[src/acdg_defines.vh]
// Purpose : Shared constants for the converter calibration and DMA gating block
// Assumes : APB byte addresses, 32-bit data, one word per register
// Notes   : Included by bare name from every design file
`ifndef ACDG_DEFINES_VH
`define ACDG_DEFINES_VH

// ****************************************************************
// Register byte addresses
// ****************************************************************
`define ACDG_ADDR_OFS_HIGH   12'h000
`define ACDG_ADDR_OFS_LOW    12'h004
`define ACDG_ADDR_GAIN_HIGH  12'h008
`define ACDG_ADDR_GAIN_LOW   12'h00c
`define ACDG_ADDR_CTRL_TWO   12'h010
`define ACDG_ADDR_STATUS     12'h014
`define ACDG_ADDR_IRQ_EN     12'h018

// ****************************************************************
// Field positions
// ****************************************************************
`define ACDG_CTRL_DMA_BIT    6
`define ACDG_STAT_DONE_BIT   0
`define ACDG_STAT_LOAD_BIT   1
`define ACDG_STAT_DMA_BIT    2
`define ACDG_IRQ_EN_BIT      0

// ****************************************************************
// Reset values
// ****************************************************************
`define ACDG_COEF_HIGH_RST   6'h20
`define ACDG_COEF_LOW_RST    8'h00
`define ACDG_CTRL_TWO_RST    8'h00

// ****************************************************************
// Factory coefficients in the hidden area (arbitrary values)
// ****************************************************************
`define ACDG_NV_OFS_HIGH     8'h20
`define ACDG_NV_OFS_LOW      8'h00
`define ACDG_NV_GAIN_HIGH    8'h20
`define ACDG_NV_GAIN_LOW     8'h00

// ****************************************************************
// Correction arithmetic
// ****************************************************************
`define ACDG_COEF_MID        15'sh2000
`define ACDG_OFS_SCALE       9'sh0cd
`define ACDG_OFS_SHIFT       13
`define ACDG_GAIN_SCALE      7'sh33
`define ACDG_GAIN_SHIFT      24
`define ACDG_CODE_MAX        12'hfff

// ****************************************************************
// Power-up load sequence
// ****************************************************************
`define ACDG_NV_WORDS        3'h4

`endif

[src/acdg_top.v]
// Purpose : Converter calibration registers, power-up load and DMA port gating
// Assumes : APB slave, single clock, DMA engine and core on the same clock
// Notes   : Core port drives are replaced by DMA drives while DMA mode is set
// Functional notes
// [RL1] In DMA mode core drives never reach external ports zero and two.
// [RL2] Core keeps running during DMA; only its port accesses are suppressed.
// [RL3] Interrupt output raised on DMA completion when software enabled it.
// [RL4] Offset and gain coefficients are 14-bit values in registers.
// [RL5] Offset coefficient split into six-bit high and eight-bit low registers.
// [RL6] Gain coefficient split into six-bit high and eight-bit low registers.
// [RL7] Larger offset coefficient shifts transfer down; smaller shifts it up.
// [RL8] Full offset span corrects about five percent of reference either way.
// [RL9] Larger gain coefficient raises slope; smaller lowers it.
// [RL10] Gain range covers input spans 0.975 to 1.025 of reference.
// [RL11] Factory coefficients copied from hidden area at power-up before code runs.
// [RL12] Control register two bit 6 enters DMA mode.
// [RL13] DMA completion sets the conversion done flag in hardware.
// [RL14] Software can read and overwrite all four coefficient registers.
//
// The address map and the APB slave port were left to the implementer.
`timescale 1ns/1ps
`include "acdg_defines.vh"

module acdg_top (
    input  wire        CLK,
    input  wire        RST_N,
    input  wire        PSEL,
    input  wire        PENABLE,
    input  wire        PWRITE,
    input  wire [11:0] PADDR,
    input  wire [31:0] PWDATA,
    output reg  [31:0] PRDATA,
    output reg         PREADY,
    output reg         PSLVERR,
    input  wire [7:0]  CORE_P0_OUT,
    input  wire        CORE_P0_OE,
    input  wire [7:0]  CORE_P2_OUT,
    input  wire        CORE_P2_OE,
    output reg  [7:0]  CORE_P0_IN,
    input  wire [7:0]  DMA_P0_OUT,
    input  wire        DMA_P0_OE,
    input  wire [7:0]  DMA_P2_OUT,
    input  wire        DMA_P2_OE,
    output reg  [7:0]  DMA_P0_IN,
    input  wire        DMA_DONE,
    input  wire [7:0]  P0_IN,
    output reg  [7:0]  P0_OUT,
    output reg         P0_OE,
    output reg  [7:0]  P2_OUT,
    output reg         P2_OE,
    input  wire        RAW_VALID,
    input  wire [11:0] RAW_CODE,
    output wire        CAL_VALID,
    output wire [11:0] CAL_CODE,
    output reg         CORE_RUN,
    output reg         DMA_MODE,
    output reg         CORE_IRQ
);

    // ****************************************************************
    // Load sequencer states
    // ****************************************************************
    localparam ST_FETCH = 2'h0;
    localparam ST_STORE = 2'h1;
    localparam ST_DONE  = 2'h2;

    // ****************************************************************
    // Declarations
    // ****************************************************************
    reg  [5:0]  offset_coef_high;
    reg  [7:0]  offset_coef_low;
    reg  [5:0]  gain_coef_high;
    reg  [7:0]  gain_coef_low;
    reg  [7:0]  adc_control_two;
    reg         conversion_done_flag;
    reg         irq_enable;
    reg  [1:0]  state;
    reg  [1:0]  next_state;
    reg  [2:0]  load_idx;
    reg  [2:0]  next_load_idx;
    reg         load_done;
    reg  [7:0]  p0_meta;
    reg  [7:0]  p0_sync;
    reg  [31:0] next_rdata;
    reg         next_err;
    wire [7:0]  nv_data;
    wire        setup_phase;
    wire        wr_commit;
    wire        dma_active;
    wire        addr_hit;
    wire [13:0] ofs_coef;
    wire [13:0] gain_coef;

    assign setup_phase = PSEL & ~PREADY;
    assign wr_commit   = PSEL & PENABLE & PREADY & PWRITE & ~PSLVERR;
    assign dma_active  = adc_control_two[`ACDG_CTRL_DMA_BIT];                  // RL12
    assign ofs_coef    = {offset_coef_high, offset_coef_low};                  // RL4 RL5
    assign gain_coef   = {gain_coef_high, gain_coef_low};                      // RL4 RL6

    // ****************************************************************
    // Hidden coefficient area
    // ****************************************************************
    acdg_nv_rom u_nv_rom (
        .clk   (CLK),
        .addr  (load_idx[1:0]),
        .rdata (nv_data)
    );

    // ****************************************************************
    // Power-up load sequencer
    // ****************************************************************
    always @* begin
        next_state    = state;
        next_load_idx = load_idx;
        case (state)
            ST_FETCH: begin
                next_state = ST_STORE;
            end
            ST_STORE: begin
                next_load_idx = load_idx + 3'h1;
                if (load_idx == `ACDG_NV_WORDS - 3'h1)
                    next_state = ST_DONE;
                else
                    next_state = ST_FETCH;
            end
            ST_DONE: begin
                next_state = ST_DONE;
            end
            default: begin
                next_state    = ST_FETCH;
                next_load_idx = 3'h0;
            end
        endcase
    end

    always @(posedge CLK) begin
        if (!RST_N) begin
            state     <= ST_FETCH;
            load_idx  <= 3'h0;
            load_done <= 1'b0;
            CORE_RUN  <= 1'b0;
        end else begin
            state     <= next_state;
            load_idx  <= next_load_idx;
            load_done <= (next_state == ST_DONE);                              // RL11
            CORE_RUN  <= (next_state == ST_DONE);                              // RL11 RL2
        end
    end

    // ****************************************************************
    // Coefficient registers
    // ****************************************************************
    always @(posedge CLK) begin
        if (!RST_N) begin
            offset_coef_high <= `ACDG_COEF_HIGH_RST;
            offset_coef_low  <= `ACDG_COEF_LOW_RST;
            gain_coef_high   <= `ACDG_COEF_HIGH_RST;
            gain_coef_low    <= `ACDG_COEF_LOW_RST;
        end else if (state == ST_STORE) begin
            case (load_idx[1:0])                                               // RL11
                2'h0:    offset_coef_high <= nv_data[5:0];
                2'h1:    offset_coef_low  <= nv_data;
                2'h2:    gain_coef_high   <= nv_data[5:0];
                default: gain_coef_low    <= nv_data;
            endcase
        end else if (wr_commit) begin
            case (PADDR)                                                       // RL14
                `ACDG_ADDR_OFS_HIGH:  offset_coef_high <= PWDATA[5:0];         // RL5
                `ACDG_ADDR_OFS_LOW:   offset_coef_low  <= PWDATA[7:0];         // RL5
                `ACDG_ADDR_GAIN_HIGH: gain_coef_high   <= PWDATA[5:0];         // RL6
                `ACDG_ADDR_GAIN_LOW:  gain_coef_low    <= PWDATA[7:0];         // RL6
                default: begin
                end
            endcase
        end
    end

    // ****************************************************************
    // Control, flag and interrupt enable
    // ****************************************************************
    always @(posedge CLK) begin
        if (!RST_N) begin
            adc_control_two <= `ACDG_CTRL_TWO_RST;
            irq_enable      <= 1'b0;
        end else if (wr_commit) begin
            if (PADDR == `ACDG_ADDR_CTRL_TWO)
                adc_control_two <= PWDATA[7:0];                                // RL12
            if (PADDR == `ACDG_ADDR_IRQ_EN)
                irq_enable <= PWDATA[`ACDG_IRQ_EN_BIT];                        // RL3
        end
    end

    // Completion in DMA mode sets the flag; set wins over a write-one clear
    always @(posedge CLK) begin
        if (!RST_N) begin
            conversion_done_flag <= 1'b0;
        end else if (DMA_DONE && dma_active) begin
            conversion_done_flag <= 1'b1;                                      // RL13
        end else if (wr_commit && PADDR == `ACDG_ADDR_STATUS &&
                     PWDATA[`ACDG_STAT_DONE_BIT]) begin
            conversion_done_flag <= 1'b0;
        end
    end

    always @(posedge CLK) begin
        if (!RST_N)
            CORE_IRQ <= 1'b0;
        else
            CORE_IRQ <= irq_enable &
                        (conversion_done_flag | (DMA_DONE & dma_active));      // RL3
    end

    // ****************************************************************
    // APB read and response
    // ****************************************************************
    always @* begin
        next_rdata = 32'h0000_0000;
        next_err   = 1'b0;
        case (PADDR)
            `ACDG_ADDR_OFS_HIGH:  next_rdata[5:0] = offset_coef_high;          // RL14
            `ACDG_ADDR_OFS_LOW:   next_rdata[7:0] = offset_coef_low;           // RL14
            `ACDG_ADDR_GAIN_HIGH: next_rdata[5:0] = gain_coef_high;            // RL14
            `ACDG_ADDR_GAIN_LOW:  next_rdata[7:0] = gain_coef_low;             // RL14
            `ACDG_ADDR_CTRL_TWO:  next_rdata[7:0] = adc_control_two;
            `ACDG_ADDR_STATUS: begin
                next_rdata[`ACDG_STAT_DONE_BIT] = conversion_done_flag;
                next_rdata[`ACDG_STAT_LOAD_BIT] = load_done;
                next_rdata[`ACDG_STAT_DMA_BIT]  = dma_active;
            end
            `ACDG_ADDR_IRQ_EN:    next_rdata[`ACDG_IRQ_EN_BIT] = irq_enable;
            default:              next_err = 1'b1;
        endcase
        if (!PWRITE && PADDR == `ACDG_ADDR_STATUS)
            next_err = 1'b0;
    end

    // Answers only after the power-up load has finished
    always @(posedge CLK) begin
        if (!RST_N) begin
            PREADY  <= 1'b0;
            PSLVERR <= 1'b0;
            PRDATA  <= 32'h0000_0000;
        end else if (setup_phase && load_done) begin                           // RL11
            PREADY  <= 1'b1;
            PSLVERR <= next_err;
            PRDATA  <= PWRITE ? 32'h0000_0000 : next_rdata;
        end else begin
            PREADY  <= 1'b0;
            PSLVERR <= 1'b0;
            PRDATA  <= 32'h0000_0000;
        end
    end

    // ****************************************************************
    // Port input synchroniser
    // ****************************************************************
    always @(posedge CLK) begin
        if (!RST_N) begin
            p0_meta <= 8'h00;
            p0_sync <= 8'h00;
        end else begin
            p0_meta <= P0_IN;
            p0_sync <= p0_meta;
        end
    end

    // ****************************************************************
    // External port ownership
    // ****************************************************************
    always @(posedge CLK) begin
        if (!RST_N) begin
            P0_OUT     <= 8'h00;
            P0_OE      <= 1'b0;
            P2_OUT     <= 8'h00;
            P2_OE      <= 1'b0;
            CORE_P0_IN <= 8'h00;
            DMA_P0_IN  <= 8'h00;
            DMA_MODE   <= 1'b0;
        end else begin
            DMA_MODE <= dma_active;
            if (dma_active) begin
                P0_OUT     <= DMA_P0_OUT;                                      // RL1
                P0_OE      <= DMA_P0_OE;                                       // RL1
                P2_OUT     <= DMA_P2_OUT;                                      // RL1
                P2_OE      <= DMA_P2_OE;                                       // RL1
                CORE_P0_IN <= 8'h00;                                           // RL2
                DMA_P0_IN  <= p0_sync;
            end else begin
                P0_OUT     <= CORE_P0_OUT;
                P0_OE      <= CORE_P0_OE;
                P2_OUT     <= CORE_P2_OUT;
                P2_OE      <= CORE_P2_OE;
                CORE_P0_IN <= p0_sync;
                DMA_P0_IN  <= 8'h00;
            end
        end
    end

    // ****************************************************************
    // Conversion correction
    // ****************************************************************
    acdg_cal_path u_cal_path (
        .clk       (CLK),
        .rst_n     (RST_N),
        .ofs_coef  (ofs_coef),                                                 // RL7 RL8
        .gain_coef (gain_coef),                                                // RL9 RL10
        .raw_valid (RAW_VALID),
        .raw_code  (RAW_CODE),
        .cal_valid (CAL_VALID),
        .cal_code  (CAL_CODE)
    );

endmodule

[src/acdg_nv_rom.v]
// Purpose : Hidden nonvolatile area holding factory coefficients
// Assumes : Four bytes, read data registered
// Notes   : Word order offset high, offset low, gain high, gain low
`timescale 1ns/1ps
`include "acdg_defines.vh"

module acdg_nv_rom (
    input  wire       clk,
    input  wire [1:0] addr,
    output reg  [7:0] rdata
);

    // ****************************************************************
    // Registered read
    // ****************************************************************
    always @(posedge clk) begin
        case (addr)
            2'h0:    rdata <= `ACDG_NV_OFS_HIGH;
            2'h1:    rdata <= `ACDG_NV_OFS_LOW;
            2'h2:    rdata <= `ACDG_NV_GAIN_HIGH;
            default: rdata <= `ACDG_NV_GAIN_LOW;
        endcase
    end

endmodule

[src/acdg_cal_path.v]
// Purpose : Offset and gain correction of raw conversion codes
// Assumes : 12-bit codes, 14-bit coefficients centred on 2000h
// Notes   : One cycle latency, result clamped to code range
`timescale 1ns/1ps
`include "acdg_defines.vh"

module acdg_cal_path (
    input  wire        clk,
    input  wire        rst_n,
    input  wire [13:0] ofs_coef,
    input  wire [13:0] gain_coef,
    input  wire        raw_valid,
    input  wire [11:0] raw_code,
    output reg         cal_valid,
    output reg  [11:0] cal_code
);

    // ****************************************************************
    // Offset shift
    // ****************************************************************
    wire signed [14:0] ofs_dev  = $signed({1'b0, ofs_coef}) - `ACDG_COEF_MID;
    wire signed [23:0] ofs_prod = ofs_dev * `ACDG_OFS_SCALE;
    wire signed [23:0] ofs_shr  = ofs_prod >>> `ACDG_OFS_SHIFT;
    wire signed [13:0] ofs_step = ofs_shr[13:0];
    wire signed [13:0] x_ofs    = $signed({2'b00, raw_code}) - ofs_step;

    // ****************************************************************
    // Gain scaling
    // ****************************************************************
    wire signed [14:0] gain_dev  = $signed({1'b0, gain_coef}) - `ACDG_COEF_MID;
    wire signed [35:0] gain_prod = x_ofs * gain_dev * `ACDG_GAIN_SCALE;
    wire signed [35:0] gain_shr  = gain_prod >>> `ACDG_GAIN_SHIFT;
    wire signed [14:0] y_full    = {x_ofs[13], x_ofs} + gain_shr[14:0];

    always @(posedge clk) begin
        if (!rst_n) begin
            cal_valid <= 1'b0;
            cal_code  <= 12'h000;
        end else begin
            cal_valid <= raw_valid;
            if (raw_valid) begin
                if (y_full[14])
                    cal_code <= 12'h000;
                else if (y_full[13:12] != 2'b00)
                    cal_code <= `ACDG_CODE_MAX;
                else
                    cal_code <= y_full[11:0];
            end
        end
    end

endmodule

[config.mk]
export PLATFORM = sky130hd
export DESIGN_NAME = acdg_top
export DESIGN_NICKNAME = d
export VERILOG_FILES = /design/src/acdg_top.v /design/src/acdg_nv_rom.v /design/src/acdg_cal_path.v
export VERILOG_INCLUDE_DIRS = /design/src /design/src/src
export SDC_FILE = /design/constraint.sdc
export NUM_CORES = 1
export LEC_CHECK = 0
export BUFFER_PORTS_ARGS = -buffer_cell sky130_fd_sc_hd__buf_2
export CELL_PAD_IN_SITES_DETAIL_PLACEMENT = 1
export CELL_PAD_IN_SITES_GLOBAL_PLACEMENT = 1
export CORE_ASPECT_RATIO = 0.8
export CORE_MARGIN = 10
export CORE_UTILIZATION = 51
export CTS_CLUSTER_SIZE = 25
export DETAILED_ROUTE_END_ITERATION = 10
export PLACE_DENSITY = 0.88
export SLEW_MARGIN = 30
export SYNTH_ARGS = -nofsm -noshare
export SYNTH_HDL_FRONTEND = slang
export SYNTH_SLANG_ARGS = --single-unit
[constraint.sdc]
create_clock -name CLK -period 26.9 [get_ports CLK]
set_input_delay 4.035 -clock CLK [delete_from_list [all_inputs] [get_ports CLK]]
set_output_delay 4.035 -clock CLK [all_outputs]
set_load 0.03 [all_outputs]
* Word-level counts from Yosys, hierarchy flattened *
Cells that the tools add are included.

cells by class
  add/sub/neg operators = 5
  $mul = 3
  equality and inequality tests = 16
  muxes and demuxes = 34
  bitwise gates (word level) = 12
  reductions and logical operators = 31

operators with widths
  cell                                                 count
  two-way mux 8 bit                                    10
  two-way mux 6 bit                                    9
  == test 12 x 5 -> 1 bit, second input constant       3
  multiplier 29 x 7 -> 36 bit, second input constant   1
  subtractor 14 x 14 -> 15 bit, second input constant  2
  multiplier 14 x 15 -> 29 bit                         1
  == test 12 x 4 -> 1 bit, second input constant       2
  multiplier 15 x 9 -> 24 bit, second input constant   1
  two-way mux 12 bit                                   2
  adder 14 x 12 -> 15 bit                              1
  case mux 3 bit (5 select lines)                      1
  nonzero test 2 bit                                   7
  subtractor 13 x 11 -> 14 bit                         1
  == test 12 x 3 -> 1 bit, second input constant       1
  zero test 12 bit                                     1
  case mux 2 bit (3 select lines)                      2
  case mux 2 bit (6 select lines)                      1
  AND reduction 3 bit                                  4
  OR reduction 3 bit                                   3
  AND reduction 2 bit                                  4
  bitwise AND 1 bit                                    7
  case mux 1 bit (7 select lines)                      1
  OR reduction 7 bit                                   1
  == test 2 bit, second input constant                 3
  14 further kinds                                     32

word-level totals
  register bits after elaboration = 149
  input bits = 107
  output and inout bits = 84
  word-level logic and storage cells = 128

* Depth between registers and ports, before layout *
  depth after elaboration = 9
  mapped depth = 76
  depth with buffers taken out = 74

* Modules after synthesis *
A second synthesis with hierarchy kept.

second synthesis, totals
  cell total of the unflattened synthesis = 2,191
  area total of the unflattened synthesis = 19,707.7 sq um

modules (own cells, without submodules)
  module         times used  cells each  area an instance (sq um)
  acdg_cal_path  1           1,733       15,270.9
  acdg_top       1           448         4,356.7
  acdg_nv_rom    1           10          80.1

* Least setup slack after synthesis *
Ideal clock, no wire load.

  path kind = input to register
  start point = input RAW_CODE[0]
  end point = register u_cal_path.cal_code[11]
  library setup time = 0.126 ns
  arrival time = 16.749 ns
  data required time = 26.774 ns
  setup slack = 10.025 ns
  cell stages on the path = 57
  cell sequence = inv_1 > ha_1 > fa_1 > nor2b_1 > o21ai_0 > nand2b_1 > a21o_1 > a21o_1 > a21o_1 > a21o_1 > a21o_1 > xnor3_1 > clkbuf_1 > nand2_1 > fa_1 > fa_1 > inv_1 > fa_1 > [21 not listed] > a221o_1 > a221oi_1 > nor2b_1 > nor2_1 > nor2b_1 > nor3_1 > nor2_1 > ha_1 > and3_1 > a221oi_1 > a21oi_1 > a2111oi_1 > nand2_1 > mux2_2 > nor4_1 > a21o_1 > buf_2 > a31oi_1

between the ends
  cells in the longest elaborated chain, start to end = 7

RTL lines
  item                                   RTL line            text
  start: declaration                     acdg_top.v:52       input wire [11:0] RAW_CODE,
  subtractor 13 x 11 -> 14 bit (*)       acdg_cal_path.v:25  wire signed [13:0] x_ofs = $signed({2'b00, raw_code}) - ofs_step;
  multiplier 14 x 15 -> 29 bit           acdg_cal_path.v:31  wire signed [35:0] gain_prod = x_ofs * gain_dev * `ACDG_GAIN_SCALE;
  multiplier 29 x 7 -> 36 bit (no line)  --
  adder 14 x 12 -> 15 bit (*)            acdg_cal_path.v:33  wire signed [14:0] y_full = {x_ofs[13], x_ofs} + gain_shr[14:0];
  nonzero test 2 bit                     acdg_cal_path.v:44  else if (y_full[13:12] != 2'b00)
  two-way mux 12 bit                     acdg_cal_path.v:44
  two-way mux 12 bit (*)                 acdg_cal_path.v:42  if (y_full[14])
  end signal: assignment                 acdg_cal_path.v:45  cal_code <= `ACDG_CODE_MAX;
  end signal: assignment                 acdg_cal_path.v:47  cal_code <= y_full[11:0];
  end: declaration                       acdg_cal_path.v:15  output reg [11:0] cal_code

Mark *: on every way between the ends. The rest lies on a longest branch, timed or not.
A chain may end at the register's enable or synchronous reset.

* Worst setup path in the final report *
  start point = register offset_coef_high[5]
  end point = register u_cal_path.cal_code[9]

between the ends
  cells in the longest elaborated chain, start to end = 9

RTL lines
  item                                        RTL line            text
  start: declaration                          acdg_top.v:70       reg [5:0] offset_coef_high;
  start signal: assignment                    acdg_top.v:155      offset_coef_high <= `ACDG_COEF_HIGH_RST;
  start signal: assignment                    acdg_top.v:161      2'h0: offset_coef_high <= nv_data[5:0];
  start signal: assignment                    acdg_top.v:168      `ACDG_ADDR_OFS_HIGH: offset_coef_high <= PWDATA[5:0];
  subtractor 14 x 14 -> 15 bit (no line) (*)  --
  multiplier 15 x 9 -> 24 bit (no line) (*)   --
  subtractor 13 x 11 -> 14 bit (*)            acdg_cal_path.v:25
  multiplier 14 x 15 -> 29 bit                acdg_cal_path.v:31
  multiplier 29 x 7 -> 36 bit (no line)       --
  adder 14 x 12 -> 15 bit (*)                 acdg_cal_path.v:33
  nonzero test 2 bit                          acdg_cal_path.v:44
  two-way mux 12 bit                          acdg_cal_path.v:44
  two-way mux 12 bit (*)                      acdg_cal_path.v:42

Marks and branches as above.

==> qor.csv <==
metric,value,unit
status,finished clean,
All-Layer GR Usage,29.1,%
GRT overflow,0,
final setup vio count,0,
Setup CP Type,reg -> reg,
"slowest stage delay, CP",0.85,ns
Worst Reg2Reg Path Length in Cells,66,
final WL,66300,µm
Critical Path End,u_cal_path.cal_code[9],
Setup Buffers After CTS,0,
Fillers,4326,
crit-path most repeated cell,ha_1,
clk buf depth,2,
"FF+latch count, synth",120,
Detail Placement HPWL,46400,µm
CP Data Arrival Time,20.35,ns
first-pass GRT wire length,103000,µm
hold_buf cts,0,
full die area,45300,µm²
layout net count,2881,
Least-Margin Pin Slew,1.02,ns
Gate Count Post-Synth,2117,
Worst R2R Setup Slack,6.88,ns
leak pwr,0.0111,µW
via count,15900,
drt drc,0,
async set-reset flop share out of synthesis,0,%
Synth Warn #,0,
Mapped Avg Cell Area,8.95,µm²
CTS sink count,120,
RSZ-0062 raised after global routing,no,
Rows,63,
Die W,236,µm
relative slew slack,31.5,%
Fmax achieved,49.9,MHz
first-pass detailed-route iteration total,6,
Area Growth Syn to Fin,9.08,%
met3 GRT Util,5.01,%
Placer Congestion,0.857,
Startpoint Class,register,
period utilization,74.4,%
PwrDens,53.9,nW/µm²
CTS buffer count,17,
Port Buf Inserts,142,
worst vdd ir,132,µV
post-synthesis sequential area ratio,12.7,%
"Clk Latency, worst-skew pair",0.46,ns
crit end category,register,
count of cell types in the netlist,72,
Sum Neg Setup Slack,0,ns
layout cells sized above 1,9.65,%
met1 Resource Use GR,30.3,%
pin count of the biggest net entering global routing,66,
met2 GRT Util,52.0,%
Detail Route Antenna Nets,0,
core area,36900,µm²
post-DR vias/cell,5.84,
Hold Path Class,reg -> reg,
Critical Path RT,27.22,ns
r2r endpoint,u_cal_path.cal_code[9],
CP startpoint,offset_coef_high[5],
slowest CP cell,xnor3_1,
Root Driver,clkbuf_16,
clock slew at reported path FFs,0.07,ns
min Tclk post-route,20.02,ns
initial DRC count,1211,
"Slew Viols, Final",0,
H-tree depth,4,
GRT Max-Usage Layer,met2,
number of flops mapped to enable cells by yosys,0,
Starting Density,51.4,%
Mapped Area,19000,µm²
vias in the first global route,18500,
most common flop cell mapped by yosys,dfxtp_1,
worst-path fanout max,15,
worst flop-to-flop path startpoint,offset_coef_high[5],
initial antenna violation count,2,
clock skew,0.0203,ns
DR WL/cell,24.3,µm
CTS tree,yes,
CTS resizes,0,
total power,1110,µW
Die Ht,192,µm
I/O pins,191,
final hold viol count,0,
maxcap violations,0,
stage by stage:
stage | instance area, µm² | std cells | hold WS [ns] | setup WS [ns] | util [%]
after global routing | 20700 | 2727 | 0.472 | 5.90 | 56.0
after floorplan | 19000 | 2140 | 0.412 | 10.03 | -
after global placement | 20000 | 2694 | 0.414 | 8.41 | 54.3
final | 20700 | 2727 | 0.456 | 6.88 | 56.0
after detailed placement | 20000 | 2694 | 0.427 | 7.60 | 54.3
after CTS | 20600 | 2726 | 0.461 | 7.19 | 56.0
worst max-delay path, delay by kind of cell, from the launching register on:
family	cells	cell delay, ns
compound gates	21	6.03
simple gates	14	2.50
mux	1	0.30
xor+xnor	3	1.37
flops	1	0.71
buf+inv	8	0.80
fa+ha+maj	19	8.13
metal layers:
metal,vias to the layer above,wire (µm)
li1,6852,-
met3,332,3860
met1,7981,23300
met5,-,13
met4,2,5300
met2,758,33900
area by class of cell:
cell class	instances	area (µm²)	area share [%]
Multi-Input combinational cell	1499	14600	70.7
Clock inverter	15	189	0.914
Inverter	436	1640	7.92
Timing Repair Buffer	152	786	3.80
Clock buffer	17	425	2.06
Antenna cell	1	2.50	0.0121
Sequential cell	120	2400	11.6
Tap cell	487	609	2.95
sequential cells by signal, summed over array words and instances (netlist names), 2 cells and up:
| register | flops |
|---|---|
| CORE_P0_IN | 8 |
| DMA_P0_IN | 8 |
| P0_OUT | 8 |
| P2_OUT | 8 |
| PRDATA | 8 |
| adc_control_two | 8 |
| gain_coef_high | 6 |
| gain_coef_low | 8 |
| load_idx | 3 |
| offset_coef_high | 6 |
| offset_coef_low | 8 |
| p0_meta | 8 |
| p0_sync | 8 |
| state | 2 |
| u_cal_path.cal_code | 12 |
where the power goes:
group          switching [µW]  leakage, µW  internal, µW
sequential               6.81     0.000980           189
clock                     106     0.000301           148
combinational             419      0.00979           246
total                     532       0.0111           583
synthesized netlist by cell type (all sizes together) (9+ instances only):
cell type  instances  share of area (%)
a211oi             9               0.42
mux2i             34                1.8
a31oi             13               0.43
dfxtp            120                 13
inv              436                8.6
buf               32                1.2
fa               279                 29
nand3             42                1.1
xnor2             62                2.9
and2              63                2.1
nand2            183                3.6
o21ai             43                1.1
a21o              38                1.5
nand2b            20               0.66
or2               11               0.36
clkbuf            53                1.1
nor3              18               0.48
xor2              30                1.4
and3              20               0.69
ha               269                 18
nor2b             59                1.9
a21oi             86                2.3
nor2             103                2.0
worst min-delay path by stage:
stage	startpoint	cells past startpoint	to
floorplan	p0_meta[0]	1	p0_sync[0]
global placement	p0_meta[3]	1	p0_sync[3]
detailed placement	p0_meta[0]	1	p0_sync[0]
CTS	p0_meta[1]	1	p0_sync[1]
global route	p0_meta[3]	1	p0_sync[3]
finish	p0_meta[1]	1	p0_sync[1]
logic make-up after synthesis:
| logic type | count (synthesis) | share of synthesized area, % |
|---|---|---|
| adder cells (fa/ha/maj) | 548 | 47.2 |
| AO/OA/AOI/OAI | 255 | 8.85 |
| XOR/XNOR | 93 | 4.37 |
| other | 1 | 0.0198 |
| AND/OR/NAND/NOR | 540 | 13.8 |
| flip-flops | 120 | 12.7 |
| buffers and inverters | 521 | 10.9 |
| multiplexers | 39 | 2.15 |
cell usage in the layout (no fill, tap or decap), drive strengths merged, types with 4 or more instances in the layout:
cell type  count
inv          441
fa           279
ha           269
nand2        183
buf          152
dfxtp        120
nor2         103
a21oi         86
and2          63
xnor2         62
nor2b         59
o21ai         43
nand3         42
a21o          38
mux2i         34
xor2          30
conb          24
nand2b        20
and3          20
nor3          18
clkbuf        17
a31oi         13
or2           11
a211oi         9
nor4           7
o22ai          6
o21a           6
a222oi         6
clkinv         6
nand4          5
a211o          4
o21bai         4
o211ai         4
o31ai          4
mux2           4
Note: power is estimated with default switching activity, not from simulation.
